==> src/rtl/i2c_rate_pkg.sv <==
// shared constants, tables and state types for the two-wire address and rate block
package i2c_rate_pkg;

	// ************************************************************
	// register map and field positions
	// ************************************************************
	localparam logic [7:0] OFS_OWN_ADDR  = 8'h00;
	localparam logic [7:0] OFS_RATE_DIV  = 8'h04;
	localparam logic [7:0] OFS_XFER      = 8'h08;
	localparam logic [7:0] OFS_STATUS    = 8'h0C;
	localparam logic [7:0] OFS_CTRL      = 8'h10;
	localparam int         ADDR_LSB      = 1;
	localparam int         RATE_MULTIPLIER_SEL_LSB      = 6;
	localparam int         XFER_START    = 8;
	localparam int         XFER_STOP     = 9;
	localparam int         CTRL_TEN_EN   = 0;
	localparam int         CTRL_HI_LSB   = 1;
	localparam logic [6:0] OWN_ADDR_RST  = 7'h00;
	localparam logic [1:0] RATE_MULTIPLIER_SEL_RST      = 2'h0;
	localparam logic [5:0] ICR_RST       = 6'h00;
	localparam logic [1:0] RATE_MULTIPLIER_SEL_X1       = 2'h0;
	localparam logic [1:0] RATE_MULTIPLIER_SEL_X2       = 2'h1;
	localparam logic [1:0] RATE_MULTIPLIER_SEL_X4       = 2'h2;
	localparam logic [4:0] TEN_BIT_HDR   = 5'h1E;

	// ************************************************************
	// bit slots of the engine
	// ************************************************************
	localparam logic [3:0] BIT_LAST_DATA = 4'h7;
	localparam logic [3:0] BIT_ACK       = 4'h8;
	localparam logic [3:0] BIT_STOP      = 4'h9;
	localparam logic [3:0] BIT_RESTART   = 4'hA;

	// ************************************************************
	// rate lookup, indexed by the clock rate code
	// ************************************************************
	localparam logic [5:0] ICR_GRP_B     = 6'h10;
	localparam logic [5:0] ICR_GRP_C     = 6'h18;
	localparam logic [5:0] ICR_GRP_D     = 6'h20;
	localparam logic [10:0] START_OFS_A  = 11'h004;
	localparam logic [10:0] START_OFS_B  = 11'h006;
	localparam logic [10:0] START_OFS_C  = 11'h002;
	localparam logic [10:0] STOP_OFS     = 11'h001;
	localparam logic [11:0] DIV_TAB [64] = '{
		12'h014, 12'h016, 12'h018, 12'h01A, 12'h01C, 12'h01E, 12'h022, 12'h028,
		12'h01C, 12'h020, 12'h024, 12'h028, 12'h02C, 12'h030, 12'h038, 12'h044,
		12'h030, 12'h038, 12'h040, 12'h048, 12'h050, 12'h058, 12'h068, 12'h080,
		12'h050, 12'h060, 12'h070, 12'h080, 12'h090, 12'h0A0, 12'h0C0, 12'h0F0,
		12'h0A0, 12'h0C0, 12'h0E0, 12'h100, 12'h120, 12'h140, 12'h180, 12'h1E0,
		12'h140, 12'h180, 12'h1C0, 12'h200, 12'h240, 12'h280, 12'h300, 12'h3C0,
		12'h280, 12'h300, 12'h380, 12'h400, 12'h480, 12'h500, 12'h600, 12'h780,
		12'h500, 12'h600, 12'h700, 12'h800, 12'h900, 12'hA00, 12'hC00, 12'hF00};
	localparam logic [9:0] SDA_TAB [64] = '{
		10'h007, 10'h007, 10'h008, 10'h008, 10'h009, 10'h009, 10'h00A, 10'h00A,
		10'h007, 10'h007, 10'h009, 10'h009, 10'h00B, 10'h00B, 10'h00D, 10'h00D,
		10'h009, 10'h009, 10'h00D, 10'h00D, 10'h011, 10'h011, 10'h015, 10'h015,
		10'h009, 10'h009, 10'h011, 10'h011, 10'h019, 10'h019, 10'h021, 10'h021,
		10'h011, 10'h011, 10'h021, 10'h021, 10'h031, 10'h031, 10'h041, 10'h041,
		10'h021, 10'h021, 10'h041, 10'h041, 10'h061, 10'h061, 10'h081, 10'h081,
		10'h041, 10'h041, 10'h081, 10'h081, 10'h0C1, 10'h0C1, 10'h101, 10'h101,
		10'h081, 10'h081, 10'h101, 10'h101, 10'h181, 10'h181, 10'h201, 10'h201};

	// ************************************************************
	// types
	// ************************************************************
	typedef struct packed {
		logic [13:0] period;
		logic [13:0] sda;
		logic [13:0] start;
		logic [13:0] stop;
	} rate_t;

	typedef enum logic [2:0] {ST_IDLE, ST_START, ST_LOW, ST_HIGH, ST_STOP} eng_state_t;

	typedef struct packed {
		logic        waitreq;
		logic [31:0] rdata;
		logic [6:0]  own_addr;
		logic [1:0]  rate_multiplier_sel;
		logic [5:0]  clock_rate_code;
		logic        ten_en;
		logic [2:0]  hi_addr;
		eng_state_t  st;
		logic [13:0] cnt;
		logic [3:0]  bitn;
		logic [7:0]  shift;
		logic        stop_pend;
		logic        scl_oe_n;
		logic        sda_oe_n;
		logic        pin_lvl;
		logic        nack;
		logic        held;
		logic        busy;
	} main_state_t;

	typedef enum logic [1:0] {PH_FIRST, PH_SECOND, PH_DONE} match_phase_t;

	typedef struct packed {
		logic         scl_p;
		logic         sda_p;
		logic [7:0]   shift;
		logic [3:0]   nbit;
		match_phase_t phase;
		logic         match;
	} match_state_t;

endpackage

==> src/rtl/i2c_address_and_rate_timing.sv <==
// two-wire own address holding, bit rate generation and timed start, byte and stop
//
// What this block does
// - own slave address sits in address register bits 7..1 and drives compares.
// - stored address is the whole 7-bit address or low seven of 10-bit.
// - multiplier field bits 7..6 selects factor 1, 2, 4; code 11 reserved.
// - rate code bits 5..0 looks up SCL divider and three hold values.
// - bit rate equals bus clock over multiplier times SCL divider.
// - after SCL falls, wait multiplier times SDA hold before changing SDA.
// - start holds SCL high multiplier times start hold after SDA falls.
// - stop lets SDA rise multiplier times stop hold after SCL rises.
// - codes 0x00..0x0F use the first sixteen divider values.
// - codes 0x10..0x1F use the next sixteen divider values.
// - SDA hold values follow the fixed table for codes 0x00..0x1F.
// - stop hold is half divider plus one; start hold half minus offset.
`timescale 1ns/10ps
module i2c_address_and_rate_timing (
	input  wire logic        i_clk,
	input  wire logic        i_rst_n,
	input  wire logic        i_ce,
	input  wire logic [7:0]  i_address,
	input  wire logic        i_read,
	input  wire logic        i_write,
	input  wire logic [31:0] i_writedata,
	input  wire logic [3:0]  i_byteenable,
	output logic      [31:0] o_readdata,
	output logic             o_waitrequest,
	input  wire logic        i_scl,
	output logic             o_scl,
	output logic             o_scl_oe_n,
	input  wire logic        i_sda,
	output logic             o_sda,
	output logic             o_sda_oe_n,
	output logic             o_busy,
	output logic             o_addr_match
);

	// ************************************************************
	// state and reset value
	// ************************************************************
	localparam i2c_rate_pkg::main_state_t RST = '{
		waitreq:   1'b1,
		rdata:     32'h0000_0000,
		own_addr:  i2c_rate_pkg::OWN_ADDR_RST,
		rate_multiplier_sel:      i2c_rate_pkg::RATE_MULTIPLIER_SEL_RST,
		clock_rate_code:       i2c_rate_pkg::ICR_RST,
		ten_en:    1'b0,
		hi_addr:   3'h0,
		st:        i2c_rate_pkg::ST_IDLE,
		cnt:       14'h0000,
		bitn:      4'h0,
		shift:     8'h00,
		stop_pend: 1'b0,
		scl_oe_n:  1'b1,
		sda_oe_n:  1'b1,
		pin_lvl:   1'b0,
		nack:      1'b0,
		held:      1'b0,
		busy:      1'b0};

	i2c_rate_pkg::main_state_t q;
	i2c_rate_pkg::main_state_t d;
	i2c_rate_pkg::rate_t       tm;
	logic [31:0]               rd_val;
	logic [13:0]               half_lo;
	logic [13:0]               half_hi;
	logic                      go;
	logic                      go_start;
	logic                      go_stop;
	logic                      match;

	// ************************************************************
	// helpers
	// ************************************************************
	rate_lookup u_rate (
		.i_code (q.clock_rate_code),
		.i_rate_multiplier_sel (q.rate_multiplier_sel),
		.o_tm   (tm)
	);

	addr_match u_match (
		.i_clk      (i_clk),
		.i_rst_n    (i_rst_n),
		.i_ce       (i_ce),
		.i_scl      (i_scl),
		.i_sda      (i_sda),
		.i_own_addr (q.own_addr),
		.i_ten_en   (q.ten_en),
		.i_hi_addr  (q.hi_addr),
		.o_match    (match)
	);

	// ************************************************************
	// register read mux
	// ************************************************************
	always_comb begin
		unique case (i_address)
			i2c_rate_pkg::OFS_OWN_ADDR: begin
				rd_val = {24'h00_0000, q.own_addr, 1'b0};
			end
			i2c_rate_pkg::OFS_RATE_DIV: begin
				rd_val = {24'h00_0000, q.rate_multiplier_sel, q.clock_rate_code};
			end
			i2c_rate_pkg::OFS_XFER: begin
				rd_val = {22'h00_0000, q.stop_pend, 1'b0, q.shift};
			end
			i2c_rate_pkg::OFS_STATUS: begin
				rd_val = {28'h000_0000, q.held, match, q.nack, q.busy};
			end
			i2c_rate_pkg::OFS_CTRL: begin
				rd_val = {28'h000_0000, q.hi_addr, q.ten_en};
			end
			default: begin
				rd_val = 32'h0000_0000;
			end
		endcase
	end

	// ************************************************************
	// next state
	// ************************************************************
	always_comb begin
		d        = q;
		go       = 1'b0;
		go_start = i_writedata[i2c_rate_pkg::XFER_START] & i_byteenable[1];
		go_stop  = i_writedata[i2c_rate_pkg::XFER_STOP] & i_byteenable[1];
		half_lo  = tm.period >> 1;
		half_hi  = tm.period - half_lo;

		// one wait cycle, then the answer stands for one cycle
		if (q.waitreq) begin
			if (i_read || i_write) begin
				d.waitreq = 1'b0;
				d.rdata   = rd_val;
			end
		end else begin
			d.waitreq = 1'b1;
			if (i_write && i_byteenable[0]) begin
				unique case (i_address)
					i2c_rate_pkg::OFS_OWN_ADDR: begin
						d.own_addr = i_writedata[i2c_rate_pkg::ADDR_LSB +: 7];
					end
					i2c_rate_pkg::OFS_RATE_DIV: begin
						d.rate_multiplier_sel = i_writedata[i2c_rate_pkg::RATE_MULTIPLIER_SEL_LSB +: 2];
						d.clock_rate_code  = i_writedata[5:0];
					end
					i2c_rate_pkg::OFS_CTRL: begin
						d.ten_en  = i_writedata[i2c_rate_pkg::CTRL_TEN_EN];
						d.hi_addr = i_writedata[i2c_rate_pkg::CTRL_HI_LSB +: 3];
					end
					i2c_rate_pkg::OFS_XFER: begin
						// a launch while busy is dropped, not queued
						go = q.st == i2c_rate_pkg::ST_IDLE;
					end
					default: begin
					end
				endcase
			end
		end

		unique case (q.st)
			i2c_rate_pkg::ST_IDLE: begin
				if (go) begin
					d.shift     = i_writedata[7:0];
					d.stop_pend = go_stop;
					d.nack      = 1'b0;
					d.cnt       = 14'h0000;
					d.bitn      = 4'h0;
					if (go_start && q.held) begin
						d.bitn = i2c_rate_pkg::BIT_RESTART;
						d.st   = i2c_rate_pkg::ST_LOW;
					end else if (go_start) begin
						d.st = i2c_rate_pkg::ST_START;
					end else begin
						d.st = i2c_rate_pkg::ST_LOW;
					end
					d.held = 1'b0;
				end
			end
			i2c_rate_pkg::ST_START: begin
				// wait for a free bus before pulling data low
				if (q.sda_oe_n) begin
					if (i_scl && i_sda) begin
						d.sda_oe_n = 1'b0;
						d.cnt      = 14'h0000;
					end
				end else if (q.cnt >= tm.start - 14'h0001) begin
					d.scl_oe_n = 1'b0;
					d.cnt      = 14'h0000;
					d.bitn     = 4'h0;
					d.st       = i2c_rate_pkg::ST_LOW;
				end else begin
					d.cnt = q.cnt + 14'h0001;
				end
			end
			i2c_rate_pkg::ST_LOW: begin
				d.cnt = q.cnt + 14'h0001;
				if (q.cnt == tm.sda - 14'h0001) begin
					unique case (q.bitn)
						i2c_rate_pkg::BIT_ACK:     d.sda_oe_n = 1'b1;
						i2c_rate_pkg::BIT_STOP:    d.sda_oe_n = 1'b0;
						i2c_rate_pkg::BIT_RESTART: d.sda_oe_n = 1'b1;
						default:                   d.sda_oe_n = q.shift[7];
					endcase
				end
				if (q.cnt == half_lo - 14'h0001) begin
					d.scl_oe_n = 1'b1;
					d.cnt      = 14'h0000;
					d.st       = (q.bitn == i2c_rate_pkg::BIT_STOP) ?
						i2c_rate_pkg::ST_STOP : i2c_rate_pkg::ST_HIGH;
				end
			end
			i2c_rate_pkg::ST_HIGH: begin
				// a slave stretching the clock freezes the high count
				if (i_scl) begin
					d.cnt = q.cnt + 14'h0001;
					if (q.cnt == 14'h0000 && q.bitn == i2c_rate_pkg::BIT_ACK) begin
						d.nack = i_sda;
					end
					if (q.cnt == half_hi - 14'h0001) begin
						d.cnt = 14'h0000;
						if (q.bitn == i2c_rate_pkg::BIT_RESTART) begin
							d.st = i2c_rate_pkg::ST_START;
						end else if (q.bitn == i2c_rate_pkg::BIT_ACK) begin
							d.scl_oe_n = 1'b0;
							if (q.stop_pend) begin
								d.bitn = i2c_rate_pkg::BIT_STOP;
								d.st   = i2c_rate_pkg::ST_LOW;
							end else begin
								d.held = 1'b1;
								d.st   = i2c_rate_pkg::ST_IDLE;
							end
						end else begin
							d.scl_oe_n = 1'b0;
							d.bitn     = q.bitn + 4'h1;
							d.shift    = {q.shift[6:0], 1'b0};
							d.st       = i2c_rate_pkg::ST_LOW;
						end
					end
				end
			end
			i2c_rate_pkg::ST_STOP: begin
				if (i_scl) begin
					d.cnt = q.cnt + 14'h0001;
					if (q.cnt == tm.stop - 14'h0001) begin
						d.sda_oe_n = 1'b1;
						d.cnt      = 14'h0000;
						d.st       = i2c_rate_pkg::ST_IDLE;
					end
				end
			end
		endcase
		d.busy = d.st != i2c_rate_pkg::ST_IDLE;
	end

	// ************************************************************
	// registers
	// ************************************************************
	always_ff @(posedge i_clk or negedge i_rst_n) begin
		if (!i_rst_n) begin
			q <= RST;
		end else if (i_ce) begin
			q <= d;
		end
	end

	assign o_readdata    = q.rdata;
	assign o_waitrequest = q.waitreq;
	assign o_scl         = q.pin_lvl;
	assign o_scl_oe_n    = q.scl_oe_n;
	assign o_sda         = q.pin_lvl;
	assign o_sda_oe_n    = q.sda_oe_n;
	assign o_busy        = q.busy;
	assign o_addr_match  = match;
endmodule // i2c_address_and_rate_timing

==> src/rtl/rate_lookup.sv <==
// clock rate code and multiplier to scaled bit period and hold counts
`timescale 1ns/10ps
module rate_lookup (
	input  wire logic [5:0]          i_code,
	input  wire logic [1:0]          i_rate_multiplier_sel,
	output i2c_rate_pkg::rate_t      o_tm
);
	logic [11:0] div;
	logic [10:0] half;
	logic [10:0] ofs;
	logic [1:0]  sh;

	always_comb begin
		div  = i2c_rate_pkg::DIV_TAB[i_code];
		half = div[11:1];
		if (i_code < i2c_rate_pkg::ICR_GRP_B) begin
			ofs = i2c_rate_pkg::START_OFS_A;
		end else if (i_code < i2c_rate_pkg::ICR_GRP_C) begin
			ofs = i2c_rate_pkg::START_OFS_B;
		end else begin
			ofs = i2c_rate_pkg::START_OFS_C;
		end
		// reserved multiplier code falls back to a factor of one
		unique case (i_rate_multiplier_sel)
			i2c_rate_pkg::RATE_MULTIPLIER_SEL_X2: sh = 2'h1;
			i2c_rate_pkg::RATE_MULTIPLIER_SEL_X4: sh = 2'h2;
			default:               sh = 2'h0;
		endcase
		o_tm.period = {2'h0, div} << sh;
		o_tm.sda    = {4'h0, i2c_rate_pkg::SDA_TAB[i_code]} << sh;
		o_tm.start  = {3'h0, half - ofs} << sh;
		o_tm.stop   = {3'h0, half + i2c_rate_pkg::STOP_OFS} << sh;
	end
endmodule // rate_lookup

==> src/rtl/addr_match.sv <==
// watches the bus for an address phase and compares it with the own address
`timescale 1ns/10ps
module addr_match (
	input  wire logic       i_clk,
	input  wire logic       i_rst_n,
	input  wire logic       i_ce,
	input  wire logic       i_scl,
	input  wire logic       i_sda,
	input  wire logic [6:0] i_own_addr,
	input  wire logic       i_ten_en,
	input  wire logic [2:0] i_hi_addr,
	output logic            o_match
);
	localparam i2c_rate_pkg::match_state_t RST = '{
		scl_p: 1'b1, sda_p: 1'b1, shift: 8'h00, nbit: 4'h0,
		phase: i2c_rate_pkg::PH_DONE, match: 1'b0};

	i2c_rate_pkg::match_state_t q;
	i2c_rate_pkg::match_state_t d;
	logic [7:0]                 byte_now;

	always_comb begin
		d          = q;
		byte_now   = {q.shift[6:0], i_sda};
		d.scl_p    = i_scl;
		d.sda_p    = i_sda;
		if (q.scl_p && i_scl && q.sda_p && !i_sda) begin
			d.nbit  = 4'h0;
			d.phase = i2c_rate_pkg::PH_FIRST;
			d.match = 1'b0;
		end else if (!q.scl_p && i_scl && q.phase != i2c_rate_pkg::PH_DONE) begin
			d.shift = byte_now;
			d.nbit  = (q.nbit == i2c_rate_pkg::BIT_ACK) ? 4'h0 : q.nbit + 4'h1;
			if (q.nbit == i2c_rate_pkg::BIT_LAST_DATA) begin
				if (q.phase == i2c_rate_pkg::PH_SECOND) begin
					d.match = byte_now[7] == i_hi_addr[0] &&
						byte_now[6:0] == i_own_addr;
					d.phase = i2c_rate_pkg::PH_DONE;
				end else if (!i_ten_en) begin
					d.match = byte_now[7:1] == i_own_addr;
					d.phase = i2c_rate_pkg::PH_DONE;
				end else if (byte_now[7:3] == i2c_rate_pkg::TEN_BIT_HDR &&
					byte_now[2:1] == i_hi_addr[2:1]) begin
					d.phase = i2c_rate_pkg::PH_SECOND;
				end else begin
					d.phase = i2c_rate_pkg::PH_DONE;
				end
			end
		end
	end

	always_ff @(posedge i_clk or negedge i_rst_n) begin
		if (!i_rst_n) begin
			q <= RST;
		end else if (i_ce) begin
			q <= d;
		end
	end

	assign o_match = q.match;
endmodule // addr_match

==> config.mk <==
export PLATFORM = sky130hd
export DESIGN_NAME = i2c_address_and_rate_timing
export DESIGN_NICKNAME = d
export VERILOG_FILES = /design/src/rtl/i2c_rate_pkg.sv /design/src/rtl/i2c_address_and_rate_timing.sv /design/src/rtl/rate_lookup.sv /design/src/rtl/addr_match.sv
export SDC_FILE = /design/constraint.sdc
export NUM_CORES = 1
export LEC_CHECK = 0
export ABC_CLOCK_PERIOD_IN_PS = 7540
export BUFFER_PORTS_ARGS = -buffer_cell sky130_fd_sc_hd__buf_2
export CAP_MARGIN = 20
export CORE_MARGIN = 5
export CORE_UTILIZATION = 43
export CTS_CLUSTER_DIAMETER = 200
export DETAILED_ROUTE_END_ITERATION = 8
export SLEW_MARGIN = 0
export SYNTH_ARGS = -nofsm -noshare
export SYNTH_HDL_FRONTEND = slang
export SYNTH_HIERARCHICAL = 1
export SYNTH_SLANG_ARGS = --single-unit
==> constraint.sdc <==
create_clock -name i_clk -period 7.54 [get_ports i_clk]
set_input_delay 1.131 -clock i_clk [delete_from_list [all_inputs] [get_ports i_clk]]
set_output_delay 1.131 -clock i_clk [all_outputs]
set_load 0.005 [all_outputs]
After elaboration in Yosys (flattened, before gate mapping)
Memory sizes are Yosys's and may differ from the RTL's.
Index checks and enable logic that the tools add are counted.

cells by class
  add/sub/neg operators = 11
  order comparisons = 4
  equal/unequal tests = 43
  shift-type cells = 4
  multiplexer cells = 70
  bitwise logic cells = 5
  reductions and logical operators = 41

operator list
  kind                                                                    count
  17-bit one-hot mux with 5 select lines                                  1
  29-bit 2-to-1 mux                                                       2
  14-bit equality test                                                    4
  14-bit by 1-bit subtractor with 14-bit output (second input constant)   4
  17-bit 2-to-1 mux                                                       3
  10-bit one-hot mux with 5 select lines                                  1
  14-bit 2-to-1 mux                                                       3
  12-bit 2-to-1 mux                                                       3
  33-bit 2-to-1 mux                                                       1
  30-bit 2-to-1 mux                                                       1
  2-bit != test (second input constant)                                   15
  11-bit by 2-bit << shifter with 14-bit output                           2
  4-bit 2-to-1 mux                                                        6
  1-bit 2-to-1 mux                                                        21
  3-bit 2-to-1 mux                                                        7
  10-bit 2-to-1 mux                                                       2
  4-bit equality test (second input constant)                             4
  8-bit by 4-bit equality test with 1-bit output (second input constant)  2
  2-bit 2-to-1 mux                                                        8
  8-bit one-hot mux with 2 select lines                                   1
  4-bit AND reduction                                                     4
  8-bit AND reduction                                                     2
  5-bit AND reduction                                                     3
  14-bit by 1-bit adder with 14-bit output (second input constant)        1
  47 further kinds                                                        77

storage, ports and cells
  flip-flop bits (word level) = 103
  ROM bits = 1408
  output and inout port bits = 39
  word-level logic and storage cells = 203
  memories kept = 2

memories
  name              depth  bits a word  read ports  clocked after Yosys merged registers in  write ports  line               source
  (name not given)  64     12           1           0                                        0            rate_lookup.sv:14  div = i2c_rate_pkg::DIV_TAB[i_code];
  (name not given)  64     10           1           0                                        0            rate_lookup.sv:30  o_tm.sda = {4'h0, i2c_rate_pkg::SDA_TAB[i_code]} << sh;

Longest topological paths before layout
  depth after elaboration = 12
  mapped depth = 28
  mapped depth without buffers = 26

By module
Netlist, hierarchy kept.

by module, submodules not included
  module                       instances  cells each  area an instance (um^2)
  i2c_address_and_rate_timing  1          801         6660.1
  rate_lookup                  1          374         2279.7
  addr_match                   1          93          1032.2

Worst setup path after synthesis
Ideal clock, no wire load.

  path type = register to register
  start = register q[41] in the netlist's numbering
  end = register q[18] in the netlist's numbering
  library setup time = 124 ps
  data arrival time = 5701 ps
  setup slack = 1715 ps
  cell stages (with the launch flop) = 26
  clock period less this slack = 5825 ps
  cells stage by stage = dfrtp_1 > buf_4 > inv_2 > ha_1 > mux4_2 > a211oi_4 > inv_1 > fa_1 > and4_1 > and3_1 > o21a_1 > o211a_1 > nor4_1 > nand2b_1 > nor3_1 > xnor2_1 > ha_1 > nand3_1 > nor2_1 > a21oi_1 > nand3_1 > a211oi_1 > o21bai_1 > a32oi_1 > a21oi_1 > a211o_1

RTL lines
  element                   line                                source
  start: declaration        i2c_address_and_rate_timing.sv:61   i2c_rate_pkg::main_state_t q;
  start signal: assignment  i2c_address_and_rate_timing.sv:261  q <= RST;
  start signal: assignment  i2c_address_and_rate_timing.sv:263  q <= d;

==> summary.md <==
| Metric | Value |
|---|---|
| Outcome | `finished clean` |
| Finish-stage setup viols | `0` |
| EDFF count, synth | `0` |
| Clk root buf | `clkbuf_16` |
| Inserted Diodes | `0` |
| YS warnings | `6` |
| Unique masters post-synth | `107` |
| P_int | `0.000891 W` |
| Leak | `4.52 nW` |
| Pwr dens | `134 nW/um^2` |
| Sw Pwr | `0.000506 W` |
| H-Tree Depth | `3` |
| Min-Delay Path Class | `reg2reg` |
| Via count | `9203` |
| I/O pin count | `90` |
| Worst EP arrival | `6870 ps` |
| Seq/Total Area, Yosys | `20.2%` |
| Register share of total power | `40.5%` |
| Initial antenna violation count | `0` |
| Final period util | `87.5%` |
| Final #Nets | `1374` |
| Logic gate share of total power | `29.1%` |
| Dpl hpwl | `20600 microns` |
| Worst EP required | `7820 ps` |
| Area after DPL | `10100 sq um` |
| CTS hold repair buffers | `0` |
| Most common cell after layout, fill and taps aside | `nor2_1` |
| Grt ovf | `0` |
| Pins Over Slew Limit | `0` |
| Routed WL per cell | `17.7 microns` |
| Clock sinks | `80` |
| Worst Tran Pin Value | `882 ps` |
| Crit Path Class | `reg2reg` |
| Final ANT Viol Nets | `0` |
| FMAX | `0.152 GHz` |
| Vias/cell | `5.94` |
| Setup Buffers After CTS | `0` |
| Residual DRC | `0` |
| R2R depth | `26` |
| I/O Buffers | `40` |
| Leading area contributor after synthesis | `dfrtp_1` |
| Ys async rst share | `100%` |
| Synth Instances | `1268` |
| Total of max-cap violations | `0` |
| Pre-antenna DRT Iters | `5` |
| Core area | `22700 sq um` |
| Final wirelength | `27400 microns` |
| CP Capture Type | `flip-flop` |
| Avg Inst Size Synth | `7.86 sq um` |
| Clk pwr share | `30.4%` |
| Hold depth | `2` |
| Finished Core Util | `46.0%` |
| Worst-path clk slew | `70 ps` |
| Max VDD drop | `186 uV` |
| TritonCTS clock tree | `done` |
| Die area | `26300 sq um` |
| Setup crit start | `q[40]` |
| Routability Congestion | `0.914` |
| Vias in the first global route | `8767` |
| Largest net degree at the start of global routing | `81` |
| Worst hold start | `o_readdata[4]` |
| Sw Share | `36.2%` |
| Area Growth Syn to Fin | `4.86%` |
| Final instance area | `10500 sq um` |
| Final hold vios | `0` |
| Clock latency on the worst-skew pair | `340 ps` |
| Reg-to-reg startpoint | `q[40]` |
| Starting Density | `43.9%` |
| First-pass GRT wire length | `45400 microns` |
| Fin Clk Skew | `10.9 ps` |
| Startpoint Class | `flip-flop` |
| Flops & latches, synth | `80` |
| Total Negative Setup Slacks | `0 ps` |
| Die height | `162 microns` |
| GRT Total Usage | `20.7%` |
| Minimum clock period after layout | `6600 ps` |
| Primary FF master, synth | `dfrtp_1` |
| Iteration-0 DRC Markers | `817` |
| Commonest cells after routing, fill and taps aside | `nor2_1 (108), nand2_1 (106), dfrtp_1 (73)` |
| Die X | `162 microns` |
| Yosys top cell area share | `18.6%` |
| PostCTS Resize Cnt | `0` |
| Layout cells sized above 1 | `12.0%` |
| Mapped cell area | `9970 sq um` |
| RSZ-0062 raised after global routing | `no` |
| CP Max Fanout | `14` |
| Clk buf depth | `2` |
| Number of CTS-inserted buffers | `9` |
| FP Rows | `55` |
| Slew HR | `40.7%` |
| Top cells by area, synth | `dfrtp_1 (19%), ha_1 (7.8%), xnor2_1 (5.5%), xor2_1 (4.4%), mux2_2 (4.2%)` |
## Yosys cell counts (11+ instances only)
cell type / count
nor4_1: 19
a211oi_1: 15
o21ai_0: 59
inv_1: 52
nand3_1: 38
nand2_1: 106
mux2i_1: 19
mux2_2: 37
o22ai_1: 11
and3_1: 19
o31ai_1: 11
nor2_1: 108
nor2b_1: 38
xnor2_1: 63
dfrtp_1: 74
a31oi_1: 15
clkbuf_1: 36
a21o_1: 11
xor2_1: 50
nand4_1: 16
a22o_1: 18
buf_4: 45
a21oi_1: 72
buf_2: 11
nor3_1: 36
ha_1: 62
o211ai_1: 12
nand2b_1: 18
## flip-flops by register name, summed over array words and instances (netlist names)
| signal | count |
|---|---|
| u_match/o_match | 1 |
| u_match/byte_now | 7 |
| o_sda_oe_n | 1 |
| u_match/q | 8 |
| o_waitrequest | 1 |
| o_busy | 1 |
| q | 51 |
| o_scl_oe_n | 1 |
| o_readdata | 9 |
## cells by family (layout without fill, tap and decap cells)
kind of cell	Yosys count	after routing	share of synthesized area (%)
flops	80	80	20.2
other cells	2	30	0.0753
fa+ha+maj	64	64	8.18
xor+xnor	113	113	9.92
buf+inv	157	125	7.97
mux	58	58	6.42
simple gates	475	475	25.1
compound gates	319	319	22.2
## power by group through the flow
stage                     Sequential, W  Clock (W)  Combinational (W)
after floorplan                0.000534          0           0.000347
after global placement         0.000573          0           0.000399
after CTS                      0.000565   0.000436           0.000405
after global routing           0.000576   0.000457           0.000460
final                          0.000566   0.000424           0.000406
after detailed placement       0.000573          0           0.000402
## worst max-delay path: stages (launching register included)
cell and delay [ps]:
dfrtp_1 500, inv_1 150, ha_1 420, mux4_2 530
a211oi_4 430, ha_1 310, a21oi_1 250, and4_1 360
nand2_1 100, a211oi_1 250, nand3_1 230, nor4_1 410
nand2b_1 140, nor3_1 200, xnor2_1 150, ha_1 270
nand3_1 80, nor2_1 50, a21oi_1 130, nand3_1 80
a211oi_1 280, buf_4 200, a32oi_1 60, o211a_2 230
nor2_1 350, buf_4 220, a22o_1 130
## metrics by stage
stage	instances	total power (W)	hold slack (ps)	setup slack, ps
6_report	1549	0.00140	478	943
5_1_grt	1549	0.00149	501	360
4_1_cts	1548	0.00141	482	946
3_5_place_dp	1532	0.000975	466	969
3_3_place_gp	1532	0.000972	461	1100
2_1_floorplan	1296	0.000881	450	1710
## final timing paths
check	endpoint	slack (ps)
worst min register to register	o_readdata[4]	480
min in group asynchronous	q[15]	680
worst max register to register	q[21]	940
worst min-delay path	o_readdata[4]	480
max in group asynchronous	u_match/q[15]	6230
worst max-delay path	q[21]	940
## area by class of cell
| class | count | area (sq um) |
|---|---|---|
| clock buffers | 9 | 225 |
| well taps | 285 | 357 |
| repair buffers | 53 | 320 |
| multi-input cells | 1059 | 7270 |
| fillers | 2297 | 12300 |
| inverters | 56 | 210 |
| clock inverters | 7 | 60.1 |
| flip-flops and latches | 80 | 2010 |
## metal layers
| metal | up-vias | routed length (microns) | track usage [%] |
|---|---|---|---|
| met3 | 43 | 1160 | 1.62 |
| met2 | 262 | 12800 | 33.9 |
| met1 | 4380 | 12800 | 29.1 |
| met5 | - | 0 | 0 |
| met4 | 0 | 684 | 6.46 |
| li1 | 4518 | - | - |
Power figures use the tool's default switching activity.
